[config.mk]
export PLATFORM = sky130hd
export DESIGN_NAME = ebpc_ext_bus_pin_config
export DESIGN_NICKNAME = d
export VERILOG_FILES = /design/src/design/ebpc_pkg.sv /design/src/design/ebpc_ext_bus_pin_config.sv
export VERILOG_INCLUDE_DIRS = /design/src /design/src/design
export SDC_FILE = /design/constraint.sdc
export NUM_CORES = 1
export LEC_CHECK = 0
export ABC_AREA = 1
export BUFFER_PORTS_ARGS = -buffer_cell sky130_fd_sc_hd__buf_2
export CAP_MARGIN = 20
export CORE_MARGIN = 2
export CORE_UTILIZATION = 49
export DETAILED_ROUTE_END_ITERATION = 16
export PLACE_DENSITY_LB_ADDON = 0.12
export SYNTH_ARGS = -nofsm -noshare
export SYNTH_HDL_FRONTEND = slang
export SYNTH_SLANG_ARGS = --single-unit
[constraint.sdc]
create_clock -name clock -period 1.5 [get_ports clock]
set_input_delay 0 -clock clock [delete_from_list [all_inputs] [get_ports clock]]
set_output_delay 0 -clock clock [all_outputs]
set_load 0.05 [all_outputs]
[src/design/ebpc_params.svh]
// Register offsets, field positions, reset values and codes of the bus pin configuration
`ifndef EBPC_PARAMS_SVH
`define EBPC_PARAMS_SVH
`define EBPC_OFFS_PRIMARY     4'h0
`define EBPC_OFFS_SECONDARY   4'h4
`define EBPC_RST_PRIMARY      16'h00F0
`define EBPC_RST_SECONDARY    16'h0000
`define EBPC_MASK_SECONDARY   16'h005F
`define EBPC_BIT_RDY_POL      15
`define EBPC_BIT_RDY_DIS      14
`define EBPC_BIT_ALE_DIS      13
`define EBPC_BIT_BYTE_DIS     12
`define EBPC_BIT_WR_CFG       11
`define EBPC_BIT_BUS_DIS      10
`define EBPC_BIT_SLAVE        9
`define EBPC_BIT_ARB_EN       8
`define EBPC_CS_MSB           7
`define EBPC_CS_LSB           4
`define EBPC_SEG_MSB          3
`define EBPC_SEG_LSB          0
`define EBPC_BIT_DHI_DIS      6
`define EBPC_APD_MSB          4
`define EBPC_APD_LSB          0
`define EBPC_CODE_MAX         4'h8
`define EBPC_CS_EFF_RST       4'h8
`define EBPC_SEG_EFF_RST      4'h0
`define EBPC_APD_ALL_ON       5'h00
`define EBPC_APD_ALL_OFF      5'h1F
`define EBPC_RESP_OKAY        2'h0
`define EBPC_RESP_SLVERR      2'h2
`endif

[src/design/ebpc_pkg.sv]
// Types shared by the bus pin configuration block
package ebpc_pkg;
  typedef logic [15:0] ebpc_reg_t;   // One mode register
  typedef logic [3:0]  ebpc_code_t;  // Pin count code
  typedef logic [7:0]  ebpc_pins8_t; // Eight pin enables
  typedef logic [15:0] ebpc_pins16_t; // Sixteen pin enables
endpackage : ebpc_pkg

[src/design/ebpc_ext_bus_pin_config.sv]
// External bus pin configuration: mode registers, AXI4-Lite slave, pin ownership
//
// Register access over AXI4-Lite and the register offsets were decided locally.
`timescale 1ns/10ps
`include "ebpc_params.svh"

// Operation
// - Bit 15 selects ready input polarity
// - Bits 14..12 release ready, latch, byte-high
// - Bit 10 releases all bus pins
// - Bit 11 picks write/byte-high or byte strobes
// - Strobe style changes at next access start
// - Bit 9 makes arbiter master or slave
// - Bit 8 enables hold, acknowledge, request pins
// - Bits 7..4 enable chip selects from zero
// - Bits 3..0 enable segment lines from 16
// - Second register bit 6 releases data 15..8
// - Bits 4..0 all-zero keep, all-one release addresses
// - Demultiplexed access without address pins shows none
// - Second register reserved bits read zero
// - Strobes follow written bytes, not address bit 0
// - End of initialization locks both registers
module ebpc_ext_bus_pin_config (
  input  wire logic               clock,           // System clock, 25 MHz
  input  wire logic               arst_n,          // Asynchronous reset, active low
  // AXI4-Lite slave
  input  wire logic [3:0]         s_axi_awaddr,    // Write address
  input  wire logic               s_axi_awvalid,   // Write address valid
  output logic                    s_axi_awready,   // Write address ready
  input  wire logic [31:0]        s_axi_wdata,     // Write data
  input  wire logic [3:0]         s_axi_wstrb,     // Write byte strobes
  input  wire logic               s_axi_wvalid,    // Write data valid
  output logic                    s_axi_wready,    // Write data ready
  output logic [1:0]              s_axi_bresp,     // Write response
  output logic                    s_axi_bvalid,    // Write response valid
  input  wire logic               s_axi_bready,    // Write response ready
  input  wire logic [3:0]         s_axi_araddr,    // Read address
  input  wire logic               s_axi_arvalid,   // Read address valid
  output logic                    s_axi_arready,   // Read address ready
  output logic [31:0]             s_axi_rdata,     // Read data
  output logic [1:0]              s_axi_rresp,     // Read response
  output logic                    s_axi_rvalid,    // Read response valid
  input  wire logic               s_axi_rready,    // Read response ready
  // Core and access engine side
  input  wire logic               initDone,        // End-of-initialization instruction pulse
  input  wire logic               accessStart,     // Pulse: external access begins
  input  wire logic               accessActive,    // External access under way
  input  wire logic               accessMux,       // Access is multiplexed
  input  wire logic               accessWrite,     // Access is a write
  input  wire logic               cmdActive,       // Command phase active
  input  wire logic               byteLow,         // Low byte involved
  input  wire logic               byteHigh,        // High byte involved
  input  wire logic               accessAddr0,     // Address bit 0 of the access
  input  wire logic               busNeeded,       // Device wants the shared bus
  output logic                    readyAsserted,   // Ready seen, polarity applied
  output logic                    addressPresent,  // Low address driven this access
  output logic                    arbiterSlave,    // Arbiter in slave role
  // Pins
  input  wire logic               readyPin,        // Ready input pin
  input  wire logic               holdRequestN,    // Foreign hold request, active low
  output logic                    readyPinEnable,  // Ready pin owned by bus
  output logic                    latchStrobeEnable, // Latch strobe pin owned
  output logic                    byteHighPinEnable, // Byte-high pin owned
  output logic                    arbPinsEnable,   // Arbitration pins owned
  output logic                    holdAcknowledgeN, // Hold acknowledge, active low
  output logic                    busRequestOutN,  // Bus request, active low
  output logic                    writeStrobeN,    // General or low-byte write strobe
  output logic                    byteHighStrobeN, // Byte-high enable or high-byte strobe
  output logic                    addrBit0,        // Address bit 0 driven on bus
  output ebpc_pkg::ebpc_pins8_t   chipSelectEnable, // Chip-select pin enables
  output ebpc_pkg::ebpc_pins8_t   segmentAddrEnable, // Address 23..16 enables
  output logic                    upperDataEnable, // Data 15..8 owned
  output ebpc_pkg::ebpc_pins16_t  lowAddrEnable    // Address 15..0 enables
);
  import ebpc_pkg::*;

  ebpc_reg_t  modePrimary;      // First mode register
  ebpc_reg_t  modeSecondary;    // Second mode register
  ebpc_code_t csCode;           // Last valid chip-select code
  ebpc_code_t segCode;          // Last valid segment code
  logic       lowAddrOff;       // Last valid low-address release
  logic       writeSeparate;    // Strobe style in force
  logic       locked;           // Writes blocked after init
  logic       awHeld;           // Write address captured
  logic       wHeld;            // Write data captured
  logic [3:0] awAddr;           // Captured write address
  logic [31:0] wData;           // Captured write data
  logic [3:0] wStrb;            // Captured strobes
  logic       doWrite;          // Both halves present
  logic       busOn;            // Bus pins not released
  logic [1:0] readySync;        // Ready synchroniser
  logic [1:0] holdSync;         // Hold request synchroniser
  logic       holdReq;          // Hold request, active high
  ebpc_reg_t  next_primary;     // Primary after byte merge
  ebpc_reg_t  next_secondary;   // Secondary after byte merge

  // Write channel handshakes: take each half once, respond after both
  assign s_axi_awready = !awHeld && !s_axi_bvalid;
  assign s_axi_wready  = !wHeld && !s_axi_bvalid;
  assign doWrite = awHeld && wHeld && !s_axi_bvalid;

  // Capture address and data in either order
  always_ff @(posedge clock or negedge arst_n) begin
    if (!arst_n) begin
      awHeld <= 1'b0;
      wHeld  <= 1'b0;
      awAddr <= 4'h0;
      wData  <= 32'h0000_0000;
      wStrb  <= 4'h0;
    end else begin
      if (s_axi_awvalid && s_axi_awready) begin
        awHeld <= 1'b1;
        awAddr <= s_axi_awaddr;
      end else if (doWrite) begin
        awHeld <= 1'b0;
      end
      if (s_axi_wvalid && s_axi_wready) begin
        wHeld <= 1'b1;
        wData <= s_axi_wdata;
        wStrb <= s_axi_wstrb;
      end else if (doWrite) begin
        wHeld <= 1'b0;
      end
    end
  end

  // Write response one cycle after both halves held
  always_ff @(posedge clock or negedge arst_n) begin
    if (!arst_n) begin
      s_axi_bvalid <= 1'b0;
      s_axi_bresp  <= `EBPC_RESP_OKAY;
    end else if (doWrite) begin
      s_axi_bvalid <= 1'b1;
      s_axi_bresp  <= (awAddr == `EBPC_OFFS_PRIMARY || awAddr == `EBPC_OFFS_SECONDARY)
                      ? `EBPC_RESP_OKAY : `EBPC_RESP_SLVERR;
    end else if (s_axi_bready) begin
      s_axi_bvalid <= 1'b0;
    end
  end

  // Byte-lane merge of the written word
  always_comb begin
    next_primary   = modePrimary;
    next_secondary = modeSecondary;
    if (wStrb[0]) begin
      next_primary[7:0]   = wData[7:0];
      next_secondary[7:0] = wData[7:0];
    end
    if (wStrb[1]) begin
      next_primary[15:8]   = wData[15:8];
      next_secondary[15:8] = wData[15:8];
    end
    next_secondary = next_secondary & `EBPC_MASK_SECONDARY;
  end

  // Mode registers, frozen once initialization has ended
  always_ff @(posedge clock or negedge arst_n) begin
    if (!arst_n) begin
      modePrimary   <= `EBPC_RST_PRIMARY;
      modeSecondary <= `EBPC_RST_SECONDARY;
    end else if (doWrite && !locked) begin
      if (awAddr == `EBPC_OFFS_PRIMARY) begin
        modePrimary <= next_primary;
      end
      if (awAddr == `EBPC_OFFS_SECONDARY) begin
        modeSecondary <= next_secondary;
      end
    end
  end

  // Lock flag: set by the init instruction, cleared only by reset
  always_ff @(posedge clock or negedge arst_n) begin
    if (!arst_n) begin
      locked <= 1'b0;
    end else if (initDone) begin
      locked <= 1'b1;
    end
  end

  // Effective pin counts hold the last defined code
  always_ff @(posedge clock or negedge arst_n) begin
    if (!arst_n) begin
      csCode     <= `EBPC_CS_EFF_RST;
      segCode    <= `EBPC_SEG_EFF_RST;
      lowAddrOff <= 1'b0;
    end else begin
      if (modePrimary[`EBPC_CS_MSB:`EBPC_CS_LSB] <= `EBPC_CODE_MAX) begin
        csCode <= modePrimary[`EBPC_CS_MSB:`EBPC_CS_LSB];
      end
      if (modePrimary[`EBPC_SEG_MSB:`EBPC_SEG_LSB] <= `EBPC_CODE_MAX) begin
        segCode <= modePrimary[`EBPC_SEG_MSB:`EBPC_SEG_LSB];
      end
      if (modeSecondary[`EBPC_APD_MSB:`EBPC_APD_LSB] == `EBPC_APD_ALL_ON) begin
        lowAddrOff <= 1'b0;
      end else if (modeSecondary[`EBPC_APD_MSB:`EBPC_APD_LSB] == `EBPC_APD_ALL_OFF) begin
        lowAddrOff <= 1'b1;
      end
    end
  end

  // Strobe style taken over only when an access begins
  always_ff @(posedge clock or negedge arst_n) begin
    if (!arst_n) begin
      writeSeparate <= 1'b0;
    end else if (accessStart) begin
      writeSeparate <= modePrimary[`EBPC_BIT_WR_CFG];
    end
  end

  // Read channel: one read at a time, data one cycle after address
  assign s_axi_arready = !s_axi_rvalid;

  always_ff @(posedge clock or negedge arst_n) begin
    if (!arst_n) begin
      s_axi_rvalid <= 1'b0;
      s_axi_rdata  <= 32'h0000_0000;
      s_axi_rresp  <= `EBPC_RESP_OKAY;
    end else if (s_axi_arvalid && s_axi_arready) begin
      s_axi_rvalid <= 1'b1;
      // Stored contents in the low half, upper half zero
      case (s_axi_araddr)
        `EBPC_OFFS_PRIMARY: begin
          s_axi_rdata <= {16'h0000, modePrimary};
          s_axi_rresp <= `EBPC_RESP_OKAY;
        end
        `EBPC_OFFS_SECONDARY: begin
          s_axi_rdata <= {16'h0000, modeSecondary};
          s_axi_rresp <= `EBPC_RESP_OKAY;
        end
        default: begin
          s_axi_rdata <= 32'h0000_0000;
          s_axi_rresp <= `EBPC_RESP_SLVERR;
        end
      endcase
    end else if (s_axi_rready) begin
      s_axi_rvalid <= 1'b0;
    end
  end

  // Pin inputs pass two flip-flops
  always_ff @(posedge clock or negedge arst_n) begin
    if (!arst_n) begin
      readySync <= 2'b00;
      holdSync  <= 2'b11;
    end else begin
      readySync <= {readySync[0], readyPin};
      holdSync  <= {holdSync[0], holdRequestN};
    end
  end

  // Pin ownership, all released while bus pins are disabled
  assign busOn             = !modePrimary[`EBPC_BIT_BUS_DIS];
  assign readyPinEnable    = busOn && !modePrimary[`EBPC_BIT_RDY_DIS];
  assign latchStrobeEnable = busOn && !modePrimary[`EBPC_BIT_ALE_DIS];
  assign byteHighPinEnable = busOn && !modePrimary[`EBPC_BIT_BYTE_DIS];
  assign arbPinsEnable     = busOn && modePrimary[`EBPC_BIT_ARB_EN];
  assign arbiterSlave      = modePrimary[`EBPC_BIT_SLAVE];
  assign upperDataEnable   = busOn && !modeSecondary[`EBPC_BIT_DHI_DIS];
  assign readyAsserted     = readyPinEnable &&
                             (readySync[1] == modePrimary[`EBPC_BIT_RDY_POL]);

  // Thermometer decode of chip-select and segment counts, per pin
  genvar gi;
  generate
    for (gi = 0; gi < 8; gi = gi + 1) begin : g_pin
      assign chipSelectEnable[gi]  = busOn && (csCode > 4'(gi));
      assign segmentAddrEnable[gi] = busOn && (segCode > 4'(gi));
    end
  endgenerate

  assign lowAddrEnable  = {16{busOn && !lowAddrOff}};
  assign addressPresent = accessActive && (accessMux || lowAddrEnable[0]);

  // Arbitration: grant a foreign master when idle, ask back when needed
  assign holdReq          = !holdSync[1];
  assign holdAcknowledgeN = !(arbPinsEnable && !arbiterSlave && holdReq
                              && !accessActive);
  assign busRequestOutN   = !(arbPinsEnable && busNeeded &&
                              (arbiterSlave || !holdAcknowledgeN));

  // Write strobes in the style now in force
  always_comb begin
    if (writeSeparate) begin
      writeStrobeN    = !(cmdActive && accessWrite && byteLow);
      byteHighStrobeN = !(cmdActive && accessWrite && byteHigh);
      addrBit0        = accessAddr0;
    end else begin
      writeStrobeN    = !(cmdActive && accessWrite && (byteLow || byteHigh));
      byteHighStrobeN = !(cmdActive && byteHigh && byteHighPinEnable);
      addrBit0        = byteHigh && !byteLow;
    end
  end
endmodule : ebpc_ext_bus_pin_config

==> out/qor.txt <==
WS Path Type: reg -> out
Pleak: 2.842 nW
r2r startpoint: s_axi_bvalid$_DFFE_PN0P_
Layout fillers: 569
crit-path cells: inv_4 -> nand2_4 -> nor2_2 -> nor2_4 -> o21a_2 -> buf_8
H-tree depth: 3
Clock Latency Late Sink: 0.34 ns
row cnt: 31
GRT Overall Usage: 22.14%
num ports: 149
routability cong.: 0.8130
initial antenna violation count: 0
synth top area cells: dfrtp_1 (49%), nand2_1 (15%), nand3_1 (8.4%)
status: finished, final reports clean
Die W: 91.72 µm
Crit path largest cell delay: 0.55 ns
Max Cap Viol: 0
crit path from: csCode[3]$_DFFE_PN1P_
pwr dens: 1213 nW/µm²
hold_sp: s_axi_wvalid
Post-Route WL: 9.260 mm
full die area: 8412 µm²
sequential fraction of the synthesis area: 54.00%
Diodes inserted: 0
Max Clock Freq: 674.2 MHz
P&R area growth vs syn: 40.33%
Initial Utilization: 51.15%
top_reg_cell synth: dfrtp_1
CTS tree: done
clk sink count: 81
pin count of the biggest net entering global routing: 32
Iteration-0 DRC Markers: 139
Synthesis Warnings: 0
GRT overflow: 0
Core Area: 7370 µm²
Buf/Inv on CP: 2
Sequential cell area: 2038 µm²
Post-Syn Area: 3770 µm²
CTS Buffer Depth: 2
final setup fails: 0
Critical Path Fanout Max: 3
Final Power: 6.417 mW
worst path required time: 1.50 ns
vias post-DR: 3446
drt wl/cell: 13.06 µm
final slew viol count: 0
Worst EP arrival: 1.48 ns
Gate Count Post-Synth: 453
clk root buf: clkbuf_8
fin crit period: 1.483 ns
startpoint types: flip-flop
Worst-path clk slew: 0.08 ns
Hold Fails Final Rpt: 0
Critical-path top delay cell: dfstp_2
1st-pass router iterations: 4
Post-Layout Cell Count: 709
final setup TNS: 0 ns
Top delay family on crit path: flip-flops
clock buffer count from CTS: 9
Max rail drop VDD: 1.280 mV
crit share post-route: 98.89%
Routed Antenna Nets: 0
top cells by count, synth: nand2_1 (154), dfrtp_1 (74), nand3_1 (63)
Cells after DPL: 654
Die Height: 91.72 µm
FF+latch count, synth: 81
post-synth top area share: 49.12%
fin nets: 668
Vias/cell: 4.860
cell taking the most area after synthesis: dfrtp_1
multi-input logic area: 1474 µm²
CP endpoint kind: primary output
count leader, synth: nand2_1
RSZ-0062 raised after global routing: true
vias in the first global route: 3209
Yosys cell types: 27
Hold Slack: 0.04856 ns
IO buf count: 112
async set or reset register ratio after synthesis: 100.0%
layout cells sized above 1: 31.15%
Post-DP HPWL: 6.465 mm
first-pass GRT wire length: 14.93 mm
Avg Inst Size Synth: 8.322 µm²
Worst Hold Class: in -> reg
DRC: 0
Post-synth EDFFs: 0
skew final: 0.01122 ns
-- layout make-up --
cell class / count / area share [%]
timing repair buffer: 167 / 23.79
tap: 99 / 2.342
clock inverter: 5 / 2.365
clock buffer: 11 / 2.862
inverter: 30 / 2.247
sequential: 81 / 38.53
multi-input combinational: 316 / 27.86
-- cell families after synthesis --
kind of cell           share of synthesized area, %
buffers and inverters                         10.95
AOI/OAI and AO/OA                             5.377
DFF                                           54.00
and+or+nand+nor                               29.57
other                                       0.09947
-- flip-flops by register name, summed over array words and instances, names as in the netlist, 2 cells and up --
| name | cells |
|---|---|
| wStrb | 2 |
| wData | 16 |
| awAddr | 4 |
| readySync | 2 |
| s_axi_rdata | 16 |
| csCode | 4 |
| modeSecondary | 6 |
| modePrimary | 16 |
| holdSync | 2 |
| segCode | 4 |
-- per-layer routing --
metal / share of wire [%] / GRT usage, % / vias to the layer above
met4: 1.5 / 7.711 / 0
li1: - / - / 1697
met2: 48 / 37.01 / 134
met5: 0 / 0 / -
met1: 44 / 29.47 / 1601
met3: 6.1 / 3.533 / 14
-- stage by stage --
stage	setup slack (ns)	instance area, µm²	util, %
global route	-0.04144	5290	71.78
finish	0.01670	5290	71.78
floorplan	-0.3494	3906	-
detailed placement	0.1637	4422	60.00
CTS	0.01344	5072	68.83
global placement	0.1926	4422	60.00
-- layout by cell type (no fill, tap or decap), types with 4 or more instances in the layout --
cell type / netlist / routed
clkbuf_8: 0 / 11
o21ai_1: 0 / 5
inv_1: 29 / 24
buf_4: 33 / 28
nand2_1: 154 / 153
dfrtp_1: 74 / 72
nor2_4: 1 / 6
nor2_2: 4 / 7
buf_2: 6 / 78
inv_2: 1 / 4
o21ai_0: 22 / 15
nor2_1: 30 / 22
buf_6: 1 / 22
conb_1: 1 / 18
dfstp_2: 7 / 7
dlygate4sd3_1: 0 / 34
bufinv_16: 0 / 4
a21oi_1: 11 / 10
nand3_1: 63 / 62
-- report_power, final --
| part | internal (mW) | leakage [nW] | switching, mW |
|---|---|---|---|
| registers | 2.52 | 1.04 | 0.267 |
| logic | 0.495 | 1.66 | 1.01 |
| clock network | 1.36 | 0.140 | 0.761 |
-- path summary, 6_finish.rpt --
check / to / cells after the start / slack [ns]
worst min-delay path: wData[3]$_DFFE_PN0P_ / 3 / 0.05
max in group asynchronous: modePrimary[4]$_DFFE_PN1P_ / 3 / 0.81
worst min register to register: holdSync[1]$_DFF_PN1_ / 0 / 0.36
worst max-delay path: chipSelectEnable[2] / 6 / 0.02
worst max register to register: awAddr[0]$_DFFE_PN0P_ / 4 / 0.08
min in group asynchronous: readySync[0]$_DFF_PN0_ / 2 / 0.09
-- tightest hold or removal path, stage by stage --
cell and delay [ns]:
buf_2 0.20, nand3_1 0.11, nand2_1 0.05
-- repair_timing --
item,in CTS,in global routing
endpoints found under the setup margin,36,34
setup buffers,0,5
hold endpoints to repair,116,0
hold buffers,34,0
resized for setup,14,86
pin swaps,0,4
No activity file was read; power rests on OpenSTA's default activity.
